==> config.mk <==
export PLATFORM = sky130hd
export DESIGN_NAME = sectc_core
export DESIGN_NICKNAME = d
export VERILOG_FILES = /design/src/hdl/sectc_pkg.sv /design/src/hdl/sectc_core.sv
export SDC_FILE = /design/constraint.sdc
export NUM_CORES = 1
export LEC_CHECK = 0
export ABC_AREA = 1
export CORE_UTILIZATION = 35
export CTS_CLUSTER_DIAMETER = 60
export DETAILED_ROUTE_END_ITERATION = 16
export DONT_BUFFER_PORTS = 1
export GPL_TIMING_DRIVEN = 0
export MAX_ROUTING_LAYER = met4
export PLACE_DENSITY = 0.49
export SLEW_MARGIN = 25
export SYNTH_ARGS = -nofsm -noshare
export SYNTH_HDL_FRONTEND = slang
export SYNTH_SLANG_ARGS = --single-unit
export TNS_END_PERCENT = 20
==> constraint.sdc <==
create_clock -name clk_i -period 5.55 [get_ports clk_i]
set_clock_uncertainty 0.05 [all_clocks]
set_input_delay 0.8325 -clock clk_i [delete_from_list [all_inputs] [get_ports clk_i]]
set_output_delay 0.8325 -clock clk_i [all_outputs]
set_load 0.02 [all_outputs]
==> src/hdl/sectc_pkg.sv <==
// Package with register map, field positions and types of the second timer.
package sectc_pkg;
  localparam int CLK_HZ = 10000000;
  // Register indices; byte address is four times the index.
  localparam logic [5:0] IDX_STATUS_CTRL = 6'h2B;
  localparam logic [5:0] IDX_COUNT_HIGH  = 6'h2C;
  localparam logic [5:0] IDX_COUNT_LOW   = 6'h2D;
  localparam logic [5:0] IDX_MOD_HIGH    = 6'h2E;
  localparam logic [5:0] IDX_MOD_LOW     = 6'h2F;
  localparam logic [5:0] IDX_CHAN0_CTRL  = 6'h30;
  localparam logic [5:0] IDX_CHAN1_CTRL  = 6'h31;
  // Status and control field positions.
  localparam int SC_OVF  = 7;
  localparam int SC_OVIE = 6;
  localparam int SC_HALT = 5;
  localparam int SC_CLR  = 4;
  localparam int SC_DIVH = 2;
  // Channel control field positions.
  localparam int CH_FLAG = 7;
  localparam int CH_IE   = 6;
  // Reset values, the unused divider code and increment constants.
  localparam logic [15:0] MOD_RESET   = 16'hFFFF;
  localparam logic [15:0] COUNT_RESET = 16'h0000;
  localparam logic [2:0]  DIV_RESET   = 3'h0;
  localparam logic [2:0]  DIV_UNUSED  = 3'h7;
  localparam logic [5:0]  PRE_ZERO    = 6'h00;
  localparam logic [5:0]  PRE_ONE     = 6'h01;
  localparam logic [15:0] COUNT_ONE   = 16'h0001;

  typedef struct packed {
    logic       buffered;
    logic       mode_a;
    logic [1:0] edge_level;
    logic       toggle_ovf;
    logic       max_duty;
  } sectc_chcfg_t;

  typedef struct packed {
    logic [1:0] capture;
    logic [1:0] compare;
  } sectc_chev_t;

  typedef enum logic [1:0] {
    BUS_IDLE = 2'b00,
    BUS_ACK  = 2'b01,
    BUS_ERR  = 2'b10
  } sectc_bus_t;
endpackage

==> src/hdl/sectc_core.sv <==
// Second timer core: prescaler, counter, flags and Wishbone registers.
`timescale 1ns/1ps
module sectc_core (
  input  wire logic                    clk_i,
  input  wire logic                    rst_i,
  input  wire logic                    cyc_i,
  input  wire logic                    stb_i,
  input  wire logic                    we_i,
  input  wire logic [7:0]              adr_i,
  input  wire logic [3:0]              sel_i,
  input  wire logic [31:0]             dat_i,
  output logic      [31:0]             dat_o,
  output logic                         ack_o,
  output logic                         err_o,
  input  wire logic                    wait_mode_i,
  input  wire logic                    stop_mode_i,
  input  wire logic                    break_i,
  input  wire logic                    break_flag_clear_enable_i,
  input  wire sectc_pkg::sectc_chev_t  chan_event_i,
  output logic      [15:0]             count_o,
  output logic                         overflow_o,
  output sectc_pkg::sectc_chcfg_t      chan0_cfg_o,
  output sectc_pkg::sectc_chcfg_t      chan1_cfg_o,
  output logic                         ovf_irq_o,
  output logic      [1:0]              chan_irq_o,
  output logic                         wake_o
);
  logic [15:0] count_r;
  logic [5:0]  pre_r;
  logic [15:0] mod_r;
  logic        mod_inhibit_r;
  logic        ovf_flag_r;
  logic        ovf_arm_r;
  logic        ovf_ie_r;
  logic        halt_r;
  logic [2:0]  div_r;
  logic [7:0]  low_latch_r;
  logic        latched_r;
  logic [1:0]  ch_flag_r;
  logic [1:0]  ch_arm_r;
  logic [1:0]  ch_ie_r;
  sectc_pkg::sectc_chcfg_t ch_cfg_r [2];
  sectc_pkg::sectc_bus_t   bus_r;
  logic [31:0] dat_r;

  logic [5:0]  idx;
  logic        req;
  logic        mapped;
  logic        wr;
  logic        rd;
  logic [7:0]  wbyte;
  logic        flag_clr_ok;
  logic        running;
  logic [5:0]  pre_mask;
  logic        tick;
  logic        wrap;
  logic        ovf_event;
  logic        clr_cmd;
  logic [1:0]  ch_event;
  logic [7:0]  sc_read;
  logic [7:0]  rdata;

  assign idx   = adr_i[7:2];
  assign wbyte = dat_i[7:0];
  assign req   = cyc_i && stb_i && (bus_r == sectc_pkg::BUS_IDLE);
  assign mapped = (idx >= sectc_pkg::IDX_STATUS_CTRL) &&
                  (idx <= sectc_pkg::IDX_CHAN1_CTRL);
  // Accesses in wait mode are answered with an error and change nothing.
  assign wr = req && mapped && we_i && sel_i[0] && !wait_mode_i;
  assign rd = req && mapped && !we_i && !wait_mode_i;
  // With break active and the enable low, flags are protected.
  assign flag_clr_ok = !break_i || break_flag_clear_enable_i;

  // The stop input freezes even the prescaler, so the count is preserved.
  assign running = !halt_r && !break_i && !stop_mode_i;
  // Prescaler runs from the bus clock only; the mask picks the divide ratio.
  assign pre_mask = 6'(({1'b0, sectc_pkg::PRE_ONE} << div_r) -
                       7'h01);
  assign tick = running && (div_r != sectc_pkg::DIV_UNUSED) &&
                ((pre_r & pre_mask) == pre_mask);
  assign wrap = tick && (count_r == mod_r);
  assign ovf_event = wrap && !mod_inhibit_r;
  assign clr_cmd = wr && (idx == sectc_pkg::IDX_STATUS_CTRL) &&
                   wbyte[sectc_pkg::SC_CLR];

  always_ff @(posedge clk_i) begin
    if (rst_i) begin
      pre_r <= sectc_pkg::PRE_ZERO;
    end else if (clr_cmd) begin
      pre_r <= sectc_pkg::PRE_ZERO;
    end else if (running) begin
      pre_r <= pre_r + sectc_pkg::PRE_ONE;
    end
  end

  always_ff @(posedge clk_i) begin
    if (rst_i) begin
      count_r <= sectc_pkg::COUNT_RESET;
    end else if (clr_cmd) begin
      count_r <= sectc_pkg::COUNT_RESET;
    end else if (wrap) begin
      count_r <= sectc_pkg::COUNT_RESET;
    end else if (tick) begin
      count_r <= count_r + sectc_pkg::COUNT_ONE;
    end
  end

  always_ff @(posedge clk_i) begin
    if (rst_i) begin
      mod_r         <= sectc_pkg::MOD_RESET;
      mod_inhibit_r <= 1'b0;
    end else if (wr && idx == sectc_pkg::IDX_MOD_HIGH) begin
      mod_r[15:8]   <= wbyte;
      mod_inhibit_r <= 1'b1;
    end else if (wr && idx == sectc_pkg::IDX_MOD_LOW) begin
      mod_r[7:0]    <= wbyte;
      mod_inhibit_r <= 1'b0;
    end
  end

  // Control bits of the status register; the clear bit is never stored.
  always_ff @(posedge clk_i) begin
    if (rst_i) begin
      ovf_ie_r <= 1'b0;
      halt_r   <= 1'b1;
      div_r    <= sectc_pkg::DIV_RESET;
    end else if (wr && idx == sectc_pkg::IDX_STATUS_CTRL) begin
      ovf_ie_r <= wbyte[sectc_pkg::SC_OVIE];
      halt_r   <= wbyte[sectc_pkg::SC_HALT];
      div_r    <= wbyte[sectc_pkg::SC_DIVH -: 3];
    end
  end

  // Overflow flag: a new overflow wins over a clear in the same cycle and
  // disarms a pending clear, so no request is lost.
  always_ff @(posedge clk_i) begin
    if (rst_i) begin
      ovf_flag_r <= 1'b0;
      ovf_arm_r  <= 1'b0;
    end else if (ovf_event) begin
      ovf_flag_r <= 1'b1;
      ovf_arm_r  <= 1'b0;
    end else if (rd && idx == sectc_pkg::IDX_STATUS_CTRL && ovf_flag_r &&
                 flag_clr_ok) begin
      ovf_arm_r  <= 1'b1;
    end else if (wr && idx == sectc_pkg::IDX_STATUS_CTRL && ovf_arm_r &&
                 flag_clr_ok && !wbyte[sectc_pkg::SC_OVF]) begin
      ovf_flag_r <= 1'b0;
      ovf_arm_r  <= 1'b0;
    end
  end

  // Captures are dropped while halted or in break; compares pass.
  assign ch_event = (chan_event_i.capture & {2{!halt_r && !break_i}}) |
                    chan_event_i.compare;

  genvar g;
  generate
    for (g = 0; g < 2; g++) begin : g_chan
      localparam logic [5:0] CH_IDX = sectc_pkg::IDX_CHAN0_CTRL + 6'(g);
      always_ff @(posedge clk_i) begin
        if (rst_i) begin
          ch_flag_r[g] <= 1'b0;
          ch_arm_r[g]  <= 1'b0;
        end else if (ch_event[g]) begin
          ch_flag_r[g] <= 1'b1;
          ch_arm_r[g]  <= 1'b0;
        end else if (rd && idx == CH_IDX && ch_flag_r[g] && flag_clr_ok) begin
          ch_arm_r[g]  <= 1'b1;
        end else if (wr && idx == CH_IDX && ch_arm_r[g] && flag_clr_ok &&
                     !wbyte[sectc_pkg::CH_FLAG]) begin
          ch_flag_r[g] <= 1'b0;
          ch_arm_r[g]  <= 1'b0;
        end
      end
      always_ff @(posedge clk_i) begin
        if (rst_i) begin
          ch_ie_r[g]  <= 1'b0;
          ch_cfg_r[g] <= '0;
        end else if (wr && idx == CH_IDX) begin
          ch_ie_r[g]  <= wbyte[sectc_pkg::CH_IE];
          ch_cfg_r[g] <= wbyte[5:0];
        end
      end
      assign chan_irq_o[g] = ch_flag_r[g] && ch_ie_r[g];
    end
  endgenerate

  // Low byte latch: only the first high read since reset or the last low read captures.
  always_ff @(posedge clk_i) begin
    if (rst_i) begin
      low_latch_r <= 8'h00;
      latched_r   <= 1'b0;
    end else if (rd && idx == sectc_pkg::IDX_COUNT_HIGH && !latched_r) begin
      low_latch_r <= count_r[7:0];
      latched_r   <= 1'b1;
    end else if (rd && idx == sectc_pkg::IDX_COUNT_LOW) begin
      latched_r   <= 1'b0;
    end
  end

  assign sc_read = {ovf_flag_r, ovf_ie_r, halt_r, 1'b0, 1'b0, div_r};

  always_comb begin
    rdata = 8'h00;
    case (idx)
      sectc_pkg::IDX_STATUS_CTRL: rdata = sc_read;
      sectc_pkg::IDX_COUNT_HIGH:  rdata = count_r[15:8];
      sectc_pkg::IDX_COUNT_LOW:   rdata = latched_r ? low_latch_r
                                                    : count_r[7:0];
      sectc_pkg::IDX_MOD_HIGH:    rdata = mod_r[15:8];
      sectc_pkg::IDX_MOD_LOW:     rdata = mod_r[7:0];
      sectc_pkg::IDX_CHAN0_CTRL:  rdata = {ch_flag_r[0], ch_ie_r[0],
                                           ch_cfg_r[0]};
      sectc_pkg::IDX_CHAN1_CTRL:  rdata = {ch_flag_r[1], ch_ie_r[1],
                                           ch_cfg_r[1]};
      default:                    rdata = 8'h00;
    endcase
  end

  // Bus slave: answer one cycle after the request, then one idle cycle.
  always_ff @(posedge clk_i) begin
    if (rst_i) begin
      bus_r <= sectc_pkg::BUS_IDLE;
      dat_r <= 32'h00000000;
    end else begin
      case (bus_r)
        sectc_pkg::BUS_IDLE: begin
          if (req) begin
            bus_r <= (mapped && !wait_mode_i) ? sectc_pkg::BUS_ACK
                                              : sectc_pkg::BUS_ERR;
            dat_r <= rd ? {24'h000000, rdata} : 32'h00000000;
          end
        end
        default: begin
          bus_r <= sectc_pkg::BUS_IDLE;
        end
      endcase
    end
  end

  assign ack_o = (bus_r == sectc_pkg::BUS_ACK);
  assign err_o = (bus_r == sectc_pkg::BUS_ERR);
  assign dat_o = dat_r;
  assign count_o = count_r;
  assign chan0_cfg_o = ch_cfg_r[0];
  assign chan1_cfg_o = ch_cfg_r[1];

  // Overflow pulse registered so outside channel logic sees a clean strobe.
  always_ff @(posedge clk_i) begin
    if (rst_i) begin
      overflow_o <= 1'b0;
    end else begin
      overflow_o <= wrap;
    end
  end

  assign ovf_irq_o = ovf_flag_r && ovf_ie_r && !mod_inhibit_r;
  assign wake_o = ovf_irq_o || (|chan_irq_o);
endmodule

==> results of run 1 <==
==> Yosys cell counts (all sizes together), types with 13 or more instances <==
master | n | area share
nand2 | 267 | 0.21
nor2 | 136 | 0.12
inv | 93 | 0.069
dfxtp | 72 | 0.28
nand3 | 38 | 0.042
buf | 37 | 0.054
a21oi | 17 | 0.017
nand4 | 17 | 0.022
o21ai | 17 | 0.017
o211ai | 16 | 0.027
xor2 | 15 | 0.026
xnor2 | 13 | 0.022
==> worst min-delay path: cells and delay by family (launching register included) <==
family           cells  cell delay, ns
DFF                  1            0.31
and+or+nand+nor      2            0.11
==> routing by layer <==
metal  part of all wire  routed length, um  GRT usage
met5                  0                  0          -
met1               0.47               6760      0.269
met3              0.060                867     0.0534
met2               0.46               6570      0.320
met4              0.016                229     0.0655
==> per-stage QoR <==
stage           util  instances  hold WS, ns  total power, mW  area, um^2
3_5_place_dp   0.384        977        0.408            0.725        5390
5_1_grt        0.406        993        0.447             1.39        5700
4_1_cts        0.406        993        0.418             1.36        5700
6_report       0.406        993        0.416             1.34        5700
2_1_floorplan      -        797        0.394            0.709        5170
3_3_place_gp   0.384        977        0.406            0.724        5390
==> registers in the layout (all words and copies together), names as in the netlist <==
register,count
latched_r,1
mod_inhibit_r,1
ovf_ie_r,1
ch_ie_r,2
count_o,16
pre_r,6
ch_flag_r,2
ch_cfg_r,12
dat_o,8
mod_r,16
halt_r,1
div_r,3
low_latch_r,8
ch_arm_r,2
ovf_arm_r,1
bus_r,2
ovf_flag_r,1
overflow_o,1
==> cells by family (layout without fill, tap and decap cells) <==
kind of cell / Yosys count / in the layout / synth area share
fa+ha+maj: 3 / 3 / 0.00739
compound gates: 53 / 53 / 0.0643
simple gates: 463 / 463 / 0.392
other cells: 1 / 24 / 0.000738
flops: 84 / 84 / 0.355
buf+inv: 142 / 158 / 0.133
xor+xnor: 28 / 28 / 0.0483
==> worst max-delay path by stage <==
| stage | startpoint | endpoint | slack, ns | cells after the start |
|---|---|---|---|---|
| floorplan | adr_i[3] | ch_cfg_r[0][0]$_SDFFCE_PN0P_ | 3.43 | 7 |
| global placement | break_i | count_o[7]$_SDFFE_PP0P_ | 2.97 | 9 |
| detailed placement | break_i | count_o[4]$_SDFFE_PP0P_ | 2.95 | 9 |
| CTS | ovf_flag_r$_SDFFE_PP0P_ | wake_o | 2.83 | 4 |
| global route | ovf_flag_r$_SDFFE_PP0P_ | wake_o | 2.73 | 4 |
| finish | ovf_flag_r$_SDFFE_PP0P_ | wake_o | 2.86 | 4 |
==> final cells by class <==
cell class | count | area, um^2
Buffer | 47 | 318
Clock buffer | 9 | 225
Clock inverter | 7 | 80.1
Fill cell | 1538 | 8340
Inverter | 95 | 357
Multi-Input combinational cell | 571 | 2690
Sequential cell | 84 | 1800
Tap cell | 180 | 225
==> power groups by stage <==
stage | Combinational [mW] | Clock (mW) | Sequential, mW
2_1_floorplan | 0.0686 | 0 | 0.640
3_3_place_gp | 0.0826 | 0 | 0.641
3_5_place_dp | 0.0834 | 0 | 0.642
4_1_cts | 0.0837 | 0.645 | 0.628
5_1_grt | 0.0928 | 0.673 | 0.628
6_report | 0.0840 | 0.629 | 0.628
==> flow_metrics.env, run 1 <==
export IMPL_outcome="finished, final reports clean"
export IMPL_synth_edff_count=12
export IMPL_irDropWorstVdd_v=0.000163
export IMPL_ios=124
export IMPL_insertion_delay_ns=0.36
export IMPL_p_int_mw=1.00
export IMPL_ys_async_sr_fraction=0
export IMPL_yosysWarnings=0
export IMPL_core_area_um2=14000
export IMPL_synthFlopType="dfxtp_1"
export IMPL_wl_per_cell_um=14.5
export IMPL_groute_usage_overall=0.209
export IMPL_min_path_type="reg2reg"
export IMPL_clkPwrFrac=0.469
export IMPL_drt_iter0_drc=347
export IMPL_finalHoldViolCount=0
export IMPL_fp_dieW_um=123
export IMPL_rsz0062_at_grt="no"
export IMPL_hold_path_depth=2
export IMPL_cts_made_buffers=9
export IMPL_drt_antenna_violating_nets=0
export IMPL_rr_startpoint="div_r[1]$_SDFFE_PP0N_"
export IMPL_hp_start="ovf_flag_r$_SDFFE_PP0P_"
export IMPL_cp_top_family="simple AND/OR/NAND/NOR gates"
export IMPL_power_frac_comb=0.063
export IMPL_drc=0
export IMPL_vias_per_cell=4.75
export IMPL_n_antenna_cell=0
export IMPL_h_tree_depth=3
export IMPL_grt_ovfl_total=0
export IMPL_holdPathEnd="ovf_flag_r$_SDFFE_PP0P_"
export IMPL_arrival_ns=1.80
export IMPL_end_kind="output port"
export IMPL_antenna_found_initial=0
export IMPL_setup_viol=0
export IMPL_r2r_end="count_o[4]$_SDFFE_PP0P_"
export IMPL_pwr_share_seq=0.468
export IMPL_cts_tree="yes"
export IMPL_finalWirelength_um=14400
export IMPL_ff2ff_setup_slack_ns=3.08
export IMPL_dp_hpwl_um=11400
export IMPL_final_setup_worst_slack_ns=2.86
export IMPL_die_h_um=123
export IMPL_cts_resized=0
export IMPL_drtPass1Iterations=5
export IMPL_cp_max_fo=3
export IMPL_grt_pass1_vias=4281
export IMPL_path_clk_slew_ns=0.07
export IMPL_crit_path_max_incr_delay_ns=0.76
export IMPL_r2r_cells=13
export IMPL_relSlewSlack=0.367
export IMPL_ys_ff_latch=84
export IMPL_globalplace_congestion=0.850
export IMPL_dpl_worst_slack_ns=2.95
export IMPL_cellLeakagePower_nw=2.79
export IMPL_netlist_instances=774
export IMPL_syn_avg_cell_area_um2=6.57
export IMPL_post_cts_buffers=0
export IMPL_finalCriticalPeriod_ns=2.69
export IMPL_clock_path_buffers=2
export IMPL_cap_violations=0
export IMPL_cp_start_kind="flop"
export IMPL_final_common_cell="nand2_1"
export IMPL_path_class="reg2out"
export IMPL_worstMarginPinSlew_ns=0.942
export IMPL_via_count=4715
export IMPL_cp_slowest_cell="nor3_1"
export IMPL_cts_sinks=84
export IMPL_syn_area_um2=5080
export IMPL_yosysUniqueCellTypes=36
export IMPL_rows=43
export IMPL_drive_above_1_share=0.102
export IMPL_max_freq_mhz=372
export IMPL_ys_seq_area_frac=0.355
export IMPL_dieArea_um2=15000
export IMPL_critical_path_cell_chain="inv_1, nor3_1, nor2_1, nand2_1"
export IMPL_io_buffer_count=0
export IMPL_root_buffer="clkbuf_16"
export IMPL_final_cell_mix="258 x nand2_1, 127 x nor2_1, 92 x inv_1"
export IMPL_worstPathRequired_ns=4.67
export IMPL_maxSlewViolCount=0
export IMPL_grt_max_degree=17
export IMPL_cts_hold_buf=0
export IMPL_syn_to_final_growth_pct=12.1
export IMPL_p_sw_mw=0.340
export IMPL_power_switching_share=0.254
export IMPL_start_util=0.362
export IMPL_period_share=0.484
export IMPL_critPathBufInv=1
export IMPL_grt_first_pass_wirelength_um=22900
export IMPL_nets=868
export IMPL_setup_tns_ns=0
export IMPL_p_per_area_nw_per_um2=235
(Power assumes the default switching activity.)
==> inputs of run 2 (changes only) <==
clock period = 2.7 ns   (was 5.55 ns; I/O delays follow)
==> flow_metrics.env, run 2 (synthesis results as in run 1) <==
export IMPL_drt_antenna_violating_nets=0
export IMPL_io_buffer_count=0
export IMPL_insertion_delay_ns=0.36
export IMPL_min_path_type="in2reg"
export IMPL_crit_start="div_r[1]$_SDFFE_PP0N_"
export IMPL_n_antenna_cell=0
export IMPL_setup_viol=0
export IMPL_finalWirelength_um=14400
export IMPL_cp_slowest_cell="dfxtp_1"
export IMPL_cts_sinks=84
export IMPL_groute_usage_overall=0.209
export IMPL_rows=43
export IMPL_start_util=0.362
export IMPL_core_area_um2=14000
export IMPL_die_h_um=123
export IMPL_irDropWorstVdd_v=0.000335
export IMPL_final_cell_mix="258 x nand2_1, 127 x nor2_1, 92 x inv_1"
export IMPL_maxSlewViolCount=0
export IMPL_r2r_cells=13
export IMPL_drc=0
export IMPL_dieArea_um2=15000
export IMPL_syn_to_final_growth_pct=12.3
export IMPL_setup_tns_ns=0
export IMPL_fp_dieW_um=123
export IMPL_ios=124
export IMPL_end_kind="flop"
export IMPL_hold_path_depth=3
export IMPL_critical_path_cell_chain="nor2_1, nand2_1, ha_1, inv_1, nand2_1, nand3_1, nor2_1, nand3_1, nor2_4, nand2_1, nand3_2, buf_6, nor2_1"
export IMPL_fin_total_pwr_mw=2.76
export IMPL_grt_max_degree=17
export IMPL_rr_startpoint="div_r[1]$_SDFFE_PP0N_"
export IMPL_critPathBufInv=2
export IMPL_via_count=4723
export IMPL_grt_pass1_vias=4281
export IMPL_antenna_found_initial=0
export IMPL_cts_tree="yes"
export IMPL_nets=869
export IMPL_max_freq_mhz=435
export IMPL_worstMarginPinSlew_ns=0.920
export IMPL_cp_start_kind="flop"
export IMPL_h_tree_depth=3
export IMPL_cellLeakagePower_nw=2.80
export IMPL_path_clk_slew_ns=0.07
export IMPL_drtPass1Iterations=5
export IMPL_root_buffer="clkbuf_16"
export IMPL_cp_num_cells=13
export IMPL_cp_top_family="simple AND/OR/NAND/NOR gates"
export IMPL_grt_first_pass_wirelength_um=22900
export IMPL_p_per_area_nw_per_um2=483
export IMPL_arrival_ns=2.50
export IMPL_dp_hpwl_um=11400
export IMPL_final_common_cell="nand2_1"
export IMPL_wl_per_cell_um=14.5
export IMPL_cp_max_fo=10
export IMPL_cts_hold_buf=0
export IMPL_vias_per_cell=4.75
export IMPL_outcome="finished, final reports clean"
export IMPL_path_class="reg2reg"
export IMPL_rsz0062_at_grt="no"
export IMPL_grt_ovfl_total=0
export IMPL_drive_above_1_share=0.103
export IMPL_cts_made_buffers=9
export IMPL_finalHoldViolCount=0
export IMPL_globalplace_congestion=0.850
export IMPL_worstPathRequired_ns=2.90
export IMPL_crit_path_max_incr_delay_ns=0.36
export IMPL_relSlewSlack=0.382
export IMPL_clock_path_buffers=2
export IMPL_finalCriticalPeriod_ns=2.30
export IMPL_period_share=0.852
export IMPL_drt_iter0_drc=297
export IMPL_cap_violations=0
export IMPL_hp_start="chan_event_i[1]"
-- run 2: changes by cell type in the layout (fill, tap and decap cells not counted), sizes merged --
cell | before | now
buf | 37 | 38
-- run 2: power by group --
part | internal, mW | switching (mW) | total (mW) | leakage (nW)
sequential | 1.28 | 0.0144 | 1.29 | 0.706
combinational | 0.0497 | 0.123 | 0.172 | 1.94
clock | 0.732 | 0.562 | 1.29 | 0.149
total | 2.06 | 0.699 | 2.76 | 2.80
-- run 2: area by class of cell --
| cell class | count | area (um^2) |
|---|---|---|
| multi-input combinational | 571 | 2690 |
| timing repair buffer | 1 | 7.51 |
| tap | 180 | 225 |
| clock buffer | 9 | 225 |
| clock inverter | 7 | 80.1 |
| inverter | 95 | 357 |
| sequential | 84 | 1800 |
| buffer | 47 | 318 |
| fill | 1537 | 8340 |
-- run 2: repair_timing --
| item | CTS | global route |
|---|---|---|
| setup buffers | 0 | 1 |
| gates resized for setup | 0 | 0 |
| endpoints found under the setup margin | 0 | 10 |
-- run 2: final timing paths --
kind / to / slack, ns
max: count_o[4]$_SDFFE_PP0P_ / 0.40
min reg2reg: ovf_flag_r$_SDFFE_PP0P_ / 0.42
min: ch_arm_r[1]$_SDFFE_PP0P_ / 0.17
max reg2reg: count_o[4]$_SDFFE_PP0P_ / 0.40
-- run 2: per-stage QoR --
step / hold WS [ns] / area [um^2] / utilization / std cells / worst slack [ns]
after floorplan: 0.394 / 5170 / - / 797 / 0.743
after global placement: 0.406 / 5390 / 0.384 / 977 / 0.310
after detailed placement: 0.408 / 5390 / 0.384 / 977 / 0.248
after CTS: 0.159 / 5700 / 0.406 / 993 / 0.246
after global routing: 0.175 / 5710 / 0.406 / 994 / 0.0953
final: 0.167 / 5710 / 0.406 / 994 / 0.401
-- run 2: tightest hold or removal path: stages --
cell	delay (ns)
a21oi_1	0.03
nand2_1	0.06
nor2_1	0.03
-- run 2: metal layers --
metal,wire length (um),global-route usage,vias to the layer above
met5,0,-,-
met3,959,0.0534,15
met1,6680,0.269,2165
met2,6560,0.320,134
met4,221,0.0655,0
li1,-,-,2409
==> inputs of run 3 (changes only) <==
CORE_ASPECT_RATIO = 1.2   (was not set)
TNS_END_PERCENT = not set   (was 20)
==> flow_metrics.env, run 3 (synthesis results as in run 1) <==
export IMPL_period_share=0.913
export IMPL_cellLeakagePower_nw=2.77
export IMPL_dp_hpwl_um=12100
export IMPL_cts_hold_buf=0
export IMPL_drc=6
export IMPL_dieArea_um2=15000
export IMPL_final_cell_mix="258 x nand2_1, 127 x nor2_1, 92 x inv_1"
export IMPL_final_common_cell="nand2_1"
export IMPL_setup_tns_ns=0
export IMPL_min_path_type="in2reg"
export IMPL_irDropWorstVdd_v=0.000233
export IMPL_path_class="reg2reg"
export IMPL_nets=868
export IMPL_end_kind="flop"
export IMPL_core_area_um2=14000
export IMPL_rows=47
export IMPL_finalHoldViolCount=0
export IMPL_groute_usage_overall=0.217
export IMPL_max_freq_mhz=406
export IMPL_grt_first_pass_wirelength_um=24000
export IMPL_power_frac_comb=0.067
export IMPL_rsz0062_at_grt="no"
export IMPL_h_tree_depth=3
export IMPL_hold_ws_ns=0.173
export IMPL_grt_max_degree=15
export IMPL_start_util=0.363
export IMPL_violations="design-rule violations"
export IMPL_io_buffer_count=0
export IMPL_utilization=0.404
export IMPL_maxSlewViolCount=0
export IMPL_worstPathRequired_ns=2.89
export IMPL_cp_slowest_cell="dfxtp_1"
export IMPL_clock_path_buffers=2
export IMPL_cts_sinks=84
export IMPL_arrival_ns=2.65
export IMPL_cts_tree="yes"
export IMPL_pwr_share_seq=0.493
export IMPL_wl_per_cell_um=15.7
export IMPL_setup_viol=0
export IMPL_crit_path_max_incr_delay_ns=0.37
export IMPL_globalplace_congestion=0.858
export IMPL_post_cts_buffers=0
export IMPL_relSlewSlack=0.390
export IMPL_grt_pass1_vias=4495
export IMPL_via_count=4724
export IMPL_drtPass1Iterations=10
export IMPL_insertion_delay_ns=0.35
export IMPL_p_int_mw=1.95
export IMPL_cp_start_kind="flop"
export IMPL_ios=124
export IMPL_p_per_area_nw_per_um2=464
export IMPL_drt_antenna_violating_nets=0
export IMPL_fp_dieW_um=112
export IMPL_drt_iter0_drc=297
export IMPL_grt_ovfl_total=0
export IMPL_root_buffer="clkbuf_16"
export IMPL_p_sw_mw=0.673
export IMPL_cts_made_buffers=9
export IMPL_finalCriticalPeriod_ns=2.46
export IMPL_cap_violations=0
export IMPL_drive_above_1_share=0.0996
export IMPL_power_switching_share=0.257
export IMPL_vias_per_cell=4.80
export IMPL_die_h_um=134
export IMPL_clkPwrFrac=0.440
export IMPL_finalWirelength_um=15500
export IMPL_n_antenna_cell=0
export IMPL_critical_path_cell_chain="nor2_1, nand2_1, ha_1, inv_1, nand2_1, nand3_1, nor2_1, nand3_1, nor2_4, nand2_1, nand3_2, buf_6, nor2_1"
export IMPL_cp_max_fo=10
export IMPL_antenna_found_initial=0
export IMPL_outcome="finished, violations left"
export IMPL_cts_resized=0
export IMPL_path_clk_slew_ns=0.07
export IMPL_syn_to_final_growth_pct=11.2
export IMPL_worstMarginPinSlew_ns=0.908
[run 3: final timing paths]
kind	to	cells past startpoint	slack [ns]	from
setup reg to reg	count_o[3]$_SDFFE_PP0P_	13	0.24	div_r[1]$_SDFFE_PP0N_
setup / recovery	count_o[3]$_SDFFE_PP0P_	13	0.24	div_r[1]$_SDFFE_PP0N_
hold / removal	div_r[1]$_SDFFE_PP0N_	2	0.17	dat_i[1]
hold reg to reg	ovf_flag_r$_SDFFE_PP0P_	2	0.43	ovf_flag_r$_SDFFE_PP0P_
[run 3: layer usage]
layer / global-route usage / wire, um / vias to the layer above
li1: - / - / 2409
met1: 0.234 / 6280 / 2154
met2: 0.389 / 8020 / 134
met3: 0.0443 / 744 / 27
met4: 0.0881 / 442 / 0
met5: - / 0 / -
[run 3: area by class of cell]
| cell class | instances | area (um^2) |
|---|---|---|
| Multi-Input combinational cell | 571 | 2690 |
| Inverter | 95 | 357 |
| Sequential cell | 84 | 1800 |
| Clock inverter | 6 | 41.3 |
| Tap cell | 171 | 214 |
| Clock buffer | 10 | 229 |
| Fill cell | 1499 | 8340 |
| Buffer | 47 | 318 |
[run 3: worst max-delay path: cells and delay by family, from the launching register on]
family                     cells  cell delay [ns]
adders and majority gates      1             0.29
DFF                            1             0.37
buffers and inverters          2             0.22
and+or+nand+nor               10             1.42
[run 3: metrics by stage]
| stage | instances | area, um^2 | worst slack (ns) | total power, mW |
|---|---|---|---|---|
| finish | 984 | 5650 | 0.235 | 2.62 |
| global placement | 968 | 5380 | 0.260 | 1.49 |
| CTS | 984 | 5650 | 0.232 | 2.64 |
| global route | 984 | 5650 | 0.0724 | 2.71 |
| floorplan | 797 | 5170 | 0.743 | 1.46 |
| detailed placement | 968 | 5380 | 0.253 | 1.49 |
[run 3: power by group through the flow]
stage	clock network [mW]	registers [mW]	logic, mW
global route	1.23	1.29	0.192
CTS	1.18	1.29	0.175
finish	1.15	1.29	0.177
global placement	0	1.32	0.174
floorplan	0	1.32	0.141
detailed placement	0	1.32	0.175
